`config.mk`:
```
export PLATFORM = sky130hd
export DESIGN_NAME = iq_average_power_detector
export DESIGN_NICKNAME = d
export VERILOG_FILES = /design/src/verilog/iq_average_power_detector.v /design/src/verilog/power_avg_window.v
export VERILOG_INCLUDE_DIRS = /design/src /design/src/common
export SDC_FILE = /design/constraint.sdc
export NUM_CORES = 1
export LEC_CHECK = 0
export BUFFER_PORTS_ARGS = -buffer_cell sky130_fd_sc_hd__buf_2
export CAP_MARGIN = 20
export CORE_MARGIN = 4
export CORE_UTILIZATION = 60
export CTS_BUF_LIST = sky130_fd_sc_hd__clkbuf_2 sky130_fd_sc_hd__clkbuf_4 sky130_fd_sc_hd__clkbuf_8
export DETAILED_ROUTE_END_ITERATION = 16
export PLACE_DENSITY_LB_ADDON = 0.3
export SETUP_SLACK_MARGIN = 0.5
export SLEW_MARGIN = 40
export SYNTH_ARGS = -nofsm -noshare
export SYNTH_HDL_FRONTEND = slang
export SYNTH_SLANG_ARGS = --single-unit
export TNS_END_PERCENT = 50
```
`constraint.sdc`:
```
create_clock -name clk -period 4.64 [get_ports clk]
set_input_delay 0.928 -clock clk [delete_from_list [all_inputs] [get_ports clk]]
set_output_delay 0.928 -clock clk [all_outputs]
set_load 0.05 [all_outputs]
```
`src/common/iq_power_map.vh`:
```
/*
  Register map, field positions, reset values and sizing constants of the
  I/Q average power detector.
  Assumes it is included by bare name from files that need the map.
*/
`ifndef IQ_POWER_MAP_VH
`define IQ_POWER_MAP_VH

// Register offsets on the byte-wide register port
`define LIMIT_LOW_ADDR 12'h060
`define LIMIT_HIGH_ADDR 12'h061
`define AVG_CONFIG_ADDR 12'h062
`define READBACK_LOW_ADDR 12'h063
`define READBACK_HIGH_ADDR 12'h064

// Field positions
`define LIMIT_HIGH_MSB 4
`define CALC_ON_BIT 7
`define EXPONENT_MSB 3
`define READBACK_HIGH_MSB 4

// Reset values
`define LIMIT_LOW_RESET 8'h00
`define LIMIT_HIGH_RESET 5'h00
`define CALC_ON_RESET 1'b0
`define EXPONENT_RESET 4'h0
`define READBACK_RESET 13'h0000

// Window sizing: 2^(BASE + exponent) pairs, exponent limited to MAX
`define WINDOW_BASE_LOG2 9
`define EXPONENT_MAX 4'ha

// Sample bits kept for the power computation
`define SAMPLE_MSBS 6

`endif

```
`src/verilog/iq_average_power_detector.v`:
```
/*
  I/Q average power detector: register file, per-pair power from the top
  sample bits, windowed averaging, limit compare, trip flag and held maximum.
  Assumes samples arrive synchronous to clk with a valid strobe, and that
  the interrupt logic outside sends a one-cycle clear pulse.
*/
//
// Contract
// [RQ1] 13-bit limit split over two registers
// [RQ2] Average above limit raises trip flag
// [RQ3] Average computed only when enable set
// [RQ4] Window is 2^(9+exponent) sample pairs; exponent above 10 is clamped to 10
// [RQ5] Readback shows live average when untripped
// [RQ6] After trip readback holds max until clear
// [RQ7] Only six sample MSBs used for power
// [RQ8] Disabled clears average and trip flag
`timescale 1ns/1ns
`include "iq_power_map.vh"
module iq_average_power_detector #(
  parameter SAMPLE_W = 16,
  parameter PWR_W = 13
) (
  input wire clk,
  input wire resetn,
  input wire sampleValid,
  input wire [SAMPLE_W-1:0] sampleI,
  input wire [SAMPLE_W-1:0] sampleQ,
  input wire [11:0] regAddr,
  input wire [7:0] regWrData,
  input wire regWrite,
  input wire regRead,
  input wire powerIrqClear,
  output reg [7:0] regRdData,
  output reg regRdValid,
  output reg powerTripFlag
);
  localparam MS = `SAMPLE_MSBS;

  // Reset release synchroniser
  reg rstMeta_reg;
  reg rstSync_reg;
  wire rstn;

  // Register file
  reg [7:0] limitLow_reg;
  reg [`LIMIT_HIGH_MSB:0] limitHigh_reg;
  reg calcOn_reg;
  reg [`EXPONENT_MSB:0] exponent_reg;
  wire [PWR_W-1:0] powerLimit;

  // Power pipeline
  reg signed [MS-1:0] iTop;
  reg signed [MS-1:0] qTop;
  reg signed [2*MS-1:0] iSq;
  reg signed [2*MS-1:0] qSq;
  reg [PWR_W-1:0] pairPower_reg;
  reg pairValid_reg;
  wire avgValid;
  wire [PWR_W-1:0] avgValue;

  // Trip state and readback
  reg [PWR_W-1:0] readback_reg;
  reg [PWR_W-1:0] readback_next;
  reg trip_next;
  wire crossing;

  // Async assert, synchronous release; only the second stage is used
  always @(posedge clk or negedge resetn) begin
    if (!resetn) begin
      rstMeta_reg <= 1'b0;
      rstSync_reg <= 1'b0;
    end else begin
      rstMeta_reg <= 1'b1;
      rstSync_reg <= rstMeta_reg;
    end
  end
  assign rstn = rstSync_reg;

  // Register writes; reserved bits are dropped on the way in
  always @(posedge clk or negedge rstn) begin
    if (!rstn) begin
      limitLow_reg <= `LIMIT_LOW_RESET;
      limitHigh_reg <= `LIMIT_HIGH_RESET;
      calcOn_reg <= `CALC_ON_RESET;
      exponent_reg <= `EXPONENT_RESET;
    end else if (regWrite) begin
      case (regAddr)
        // [RQ1] Limit low byte
        `LIMIT_LOW_ADDR: begin
          limitLow_reg <= regWrData;
        end
        // [RQ1] Limit upper bits
        `LIMIT_HIGH_ADDR: begin
          limitHigh_reg <= regWrData[`LIMIT_HIGH_MSB:0];
        end
        `AVG_CONFIG_ADDR: begin
          calcOn_reg <= regWrData[`CALC_ON_BIT];
          exponent_reg <= regWrData[`EXPONENT_MSB:0];
        end
        default: begin
          limitLow_reg <= limitLow_reg;
        end
      endcase
    end
  end

  // [RQ1] Limit assembled from both
  assign powerLimit = {limitHigh_reg, limitLow_reg};

  // Register reads, one cycle latency; unmapped and reserved read zero
  always @(posedge clk or negedge rstn) begin
    if (!rstn) begin
      regRdData <= 8'h00;
      regRdValid <= 1'b0;
    end else begin
      regRdValid <= regRead;
      if (regRead) begin
        case (regAddr)
          `LIMIT_LOW_ADDR: begin
            regRdData <= limitLow_reg;
          end
          `LIMIT_HIGH_ADDR: begin
            regRdData <= {3'h0, limitHigh_reg};
          end
          `AVG_CONFIG_ADDR: begin
            regRdData <= {calcOn_reg, 3'h0, exponent_reg};
          end
          // [RQ5] Readback low byte
          `READBACK_LOW_ADDR: begin
            regRdData <= readback_reg[7:0];
          end
          `READBACK_HIGH_ADDR: begin
            regRdData <= {3'h0, readback_reg[PWR_W-1:8]};
          end
          default: begin
            regRdData <= 8'h00;
          end
        endcase
      end
    end
  end

  // [RQ7] Six sample MSBs
  always @* begin
    iTop = sampleI[SAMPLE_W-1:SAMPLE_W-MS];
    qTop = sampleQ[SAMPLE_W-1:SAMPLE_W-MS];
    iSq = iTop * iTop;
    qSq = qTop * qTop;
  end

  // Register the pair power so the squarers sit in their own stage.
  // Max square is 1024 each, so the sum of 2048 always fits 13 bits.
  always @(posedge clk or negedge rstn) begin
    if (!rstn) begin
      pairPower_reg <= {PWR_W{1'b0}};
      pairValid_reg <= 1'b0;
    end else begin
      // [RQ3] Gate on enable
      pairValid_reg <= sampleValid & calcOn_reg;
      pairPower_reg <= {1'b0, iSq} + {1'b0, qSq};
    end
  end

  // [RQ4] Windowed averager
  power_avg_window #(
    .PWR_W(PWR_W),
    .BASE_LOG2(`WINDOW_BASE_LOG2),
    .MAX_EXP(`EXPONENT_MAX)
  ) avgWindow (
    .clk(clk),
    .rstn(rstn),
    .calcOn(calcOn_reg),
    .exponent(exponent_reg),
    .pairValid(pairValid_reg),
    .pairPower(pairPower_reg),
    .avgValid(avgValid),
    .avgValue(avgValue)
  );

  // [RQ2] Crossing means strictly above
  assign crossing = avgValid & (avgValue > powerLimit);

  // Trip and readback next state. A crossing in the same cycle as the
  // clear pulse keeps the flag set, so no event is lost.
  always @* begin
    trip_next = powerTripFlag;
    readback_next = readback_reg;
    if (!calcOn_reg) begin
      // [RQ8] Suppress trip flag
      trip_next = 1'b0;
      readback_next = `READBACK_RESET;
    end else if (crossing) begin
      // [RQ2] Set trip flag
      trip_next = 1'b1;
      // [RQ6] Keep the maximum
      if (!powerTripFlag || (avgValue > readback_reg)) begin
        readback_next = avgValue;
      end
    end else begin
      if (powerIrqClear) begin
        // [RQ6] Clear releases hold
        trip_next = 1'b0;
      end
      // [RQ5] Follow live average
      if (avgValid && (!powerTripFlag || powerIrqClear)) begin
        readback_next = avgValue;
      end
    end
  end

  // Trip state flops
  always @(posedge clk or negedge rstn) begin
    if (!rstn) begin
      powerTripFlag <= 1'b0;
      readback_reg <= `READBACK_RESET;
    end else begin
      powerTripFlag <= trip_next;
      readback_reg <= readback_next;
    end
  end
endmodule

```
`src/verilog/power_avg_window.v`:
```
/*
  Windowed power averager: sums per-pair power values over 2^(BASE+exp)
  pairs and emits the average once per window.
  Assumes an active-low reset that asserts at once and releases on a clock
  edge, and a power value valid with pairValid in the same cycle.
*/
`timescale 1ns/1ns
module power_avg_window #(
  parameter PWR_W = 13,
  parameter BASE_LOG2 = 9,
  parameter MAX_EXP = 10
) (
  input wire clk,
  input wire rstn,
  input wire calcOn,
  input wire [3:0] exponent,
  input wire pairValid,
  input wire [PWR_W-1:0] pairPower,
  output reg avgValid,
  output reg [PWR_W-1:0] avgValue
);
  localparam CNT_W = BASE_LOG2 + MAX_EXP;
  localparam ACC_W = PWR_W + CNT_W;

  reg [CNT_W-1:0] pairCount_reg;
  reg [ACC_W-1:0] powerSum_reg;
  reg [3:0] expUsed;
  reg [4:0] shiftAmt;
  reg [CNT_W-1:0] lastCount;
  reg [ACC_W-1:0] sumNext;
  reg [ACC_W-1:0] shifted;

  // Clamp exponent so a bad setting cannot overflow the sum or counter
  always @* begin
    expUsed = (exponent > MAX_EXP[3:0]) ? MAX_EXP[3:0] : exponent;
    shiftAmt = BASE_LOG2[4:0] + {1'b0, expUsed};
    lastCount = ({CNT_W{1'b1}} >> (CNT_W[4:0] - shiftAmt));
    sumNext = powerSum_reg + {{CNT_W{1'b0}}, pairPower};
    shifted = sumNext >> shiftAmt;
  end

  // Block average: cheaper than a true sliding sum, which would need
  // up to 2^19 stored pairs
  always @(posedge clk or negedge rstn) begin
    if (!rstn) begin
      pairCount_reg <= {CNT_W{1'b0}};
      powerSum_reg <= {ACC_W{1'b0}};
      avgValid <= 1'b0;
      avgValue <= {PWR_W{1'b0}};
    end else if (!calcOn) begin
      // [RQ8] Disable clears average
      pairCount_reg <= {CNT_W{1'b0}};
      powerSum_reg <= {ACC_W{1'b0}};
      avgValid <= 1'b0;
      avgValue <= {PWR_W{1'b0}};
    end else begin
      avgValid <= 1'b0;
      if (pairValid) begin
        // [RQ4] Window end check
        if (pairCount_reg >= lastCount) begin
          pairCount_reg <= {CNT_W{1'b0}};
          powerSum_reg <= {ACC_W{1'b0}};
          avgValid <= 1'b1;
          avgValue <= shifted[PWR_W-1:0];
        end else begin
          pairCount_reg <= pairCount_reg + {{(CNT_W-1){1'b0}}, 1'b1};
          powerSum_reg <= sumNext;
        end
      end
    end
  end
endmodule

```
==> out/qor.yml <==
period_share_pct: 97.9
cts.path.max_buffers: 2
final_common_cell: "nand2_1"
grt_pass1_vias: 9774
slew_headroom_pct: 47.6
finalPower_uw: 4980
setup_viol: 0
largest_reg_flops: 32
synth_seq_cells: 122
clock_skew_ns: 0.0167
crit_fanout: 4
gp_congestion: 0.934
p_int_uw: 3040
p_switching_uw: 1940
path_cells: "buf_12 -> clkinv_8 -> nor2_4 -> xnor2_1 -> ha_1 -> inv_2 -> fa_1 -> inv_1 -> fa_1 -> inv_2 -> fa_2 -> inv_4 -> ha_4 -> a21oi_2 -> nor2_1 -> nor2_2 -> xnor2_2 -> ha_1 -> a21oi_2 -> o21ai_1 -> a21o_1 -> a21oi_2 -> xnor2_1"
globalRouteTotalUtil_pct: 28.5
p_sw_share_pct: 38.9
peakVddDrop_mv: 0.492
clk_latency_ns: 0.48
fmax_ghz: 0.220
die_h_um: 142
ys_types: 74
clock_power_share_pct: 20.0
netlist_instances: 1280
grt_first_pass_wirelength_um: 47100
slew_viol_final: 0
io_pins: 68
drc: 0
yosysWarnings: 0
final_cell_mix: "182 x nand2_1, 120 x dfrtp_1, 113 x o21ai_0"
tightestPinTransition_ns: 0.775
core_area_mm2: 0.0175
slowest_delay_ns: 0.54
synthFlopType: "dfrtp_1"
vias: 9764
cts_tree: "built"
clkSinkCount: 122
grt_overflow_total: 0
antenna_cells: 0
syn_area_per_cell_um2: 8.46
avgViaCountPerCell: 6.00
rows: 48
drt_iter0_markers: 713
nets: 1600
ctsHoldBuffers: 0
io_buffers: 47
clockRootBuffer: "clkbuf_8"
critical_path_arrival_ns: 4.96
stdcell_count: 1627
crit_top_cell: "a21oi_2"
synth_area_leader_cell: "dfrtp_1"
dp_cells: 1585
clkTransAtPathRegs_ns: 0.09
status: "completed"
cap_violations: 0
synthToLayoutAreaGrowth_pct: 16.9
hp-class: "primary input to async pin"
synth_area_mm2: 0.0108
hpwl_um: 21100
rsz0062_at_grt: "yes"
worstSetupPathType: "primary input to flop"
drt-wirelength-per-cell_um: 17.3
p_leak_uw: 0.00600
die_x_um: 142
wl_um: 28100
worstPathRequired_ns: 5.05
drive_above_1_share_pct: 17.6
async_flop_share_pct: 100
grt_max_degree: 53
first_pass_iters: 6
final_hold_viol_count: 0
p_per_area_mw_per_mm2: 393
die_area_mm2: 0.0203
seq_area_frac_synth_pct: 28.2
htree_num_levels: 4
initial_core_util_pct: 61.9
r2r_start: "exponent_reg[2]"
combPwrFrac_pct: 56.2
fin_crit_ns: 4.54
synth_area_leaders: "dfrtp_1 28%, ha_1 13%, fa_1 7.0%"
netlist.area_leader.share_pct: 28.2
end_kind: "flop"
synth_edf_count: 0
cpMaxStageDelayCell: "fa_2"
grt_antenna_before_repair: 0
startpoint_type: "primary input"
p_seq_share_pct: 23.8
cp-startpoint: "sampleQ[15]"
ant_nets: 0
cts_buffers: 17
-- per-layer routing --
layer	part of all wire (%)	global-route usage, %
met4	3.5	11.9
met1	41	36.2
met3	5.7	4.60
met2	50	48.6
met5	0	0
-- through the flow --
step                      setup slack, ns  utilization (%)  hold WS, ns  instance area, um^2  TNS [ns]
after floorplan                   0.00631                -        0.331                11000         0
after global placement             -0.391             68.2        0.236                11900     -1.39
after detailed placement           -0.590             68.2        0.237                11900     -2.05
after CTS                           0.182             71.5        0.203                12500         0
after global routing               -0.138             72.4        0.200                12700    -0.405
final                              0.0969             72.4        0.213                12700         0
-- final timing paths --
check	slack, ns	to	cells past startpoint
max in group asynchronous	3.39	exponent_reg[3]	1
max reg2reg	0.71	avgWindow.pairCount_reg[18]	14
min	0.21	rstSync_reg	1
min reg2reg	0.23	calcOn_reg	0
max	0.1	pairPower_reg[11]	23
min in group clk	0.37	rstSync_reg	0
-- logic make-up (layout without fill, tap and decap cells) --
family	count (synthesis)	count (layout)	share of synthesized area, %
simple gates	411	411	17.6
compound gates	333	333	19.8
buf+inv	166	285	5.85
fa+ha+maj	153	153	20.3
flops	122	122	28.2
xor+xnor	60	60	4.92
mux	33	33	3.25
other cells	2	5	0.0694
-- what timing repair did --
action / in CTS / in global routing
setup buffers: 5 / 5
gates resized for setup: 39 / 32
endpoints found under the setup margin: 57 / 50
pin swaps: 22 / 6
hold endpoints to repair: 0 / 0
-- worst max-delay path, delay by kind of cell --
| kind | cells | cell delay, ns |
|---|---|---|
| and+or+nand+nor | 3 | 0.35 |
| buffers and inverters | 6 | 0.34 |
| adders and majority gates | 6 | 2.32 |
| AOI/OAI and AO/OA | 5 | 0.67 |
| xor gates and xnor gates | 3 | 0.35 |
-- power by group through the flow --
stage	clock [uW]	sequential, uW	combinational [uW]
after floorplan	0	1210	1650
after global placement	0	1210	2310
after global routing	1050	1190	3090
after CTS	999	1180	2560
after detailed placement	0	1210	2450
final	997	1180	2800
-- cells in the mapped netlist (6+ instances only) --
library cell,instances
a21oi_1,63
inv_1,121
mux2i_1,25
nor2_1,73
dfrtp_1,122
o41ai_1,6
o21ai_0,120
nand2_1,192
a22o_1,9
o22a_1,7
and3_1,12
xor2_1,15
buf_2,8
nor4_1,7
and2_1,17
o211ai_1,8
nor2b_1,10
o22ai_1,7
o21a_1,7
ha_1,115
nand3_1,33
a21o_1,22
a31oi_1,15
o31ai_1,11
fa_1,38
nand4_1,18
xnor2_1,44
mux2_2,7
o21bai_1,7
nor3_1,15
clkbuf_1,35
nand2b_1,6
-- layout make-up --
type	instances	area, um^2
well taps	225	282
flip-flops and latches	122	3060
clock inverters	14	164
clock buffers	18	241
inverters	122	475
fillers	1272	4820
multi-input cells	995	7480
repair buffers	131	958
Note: power is estimated with default switching activity, not from simulation.
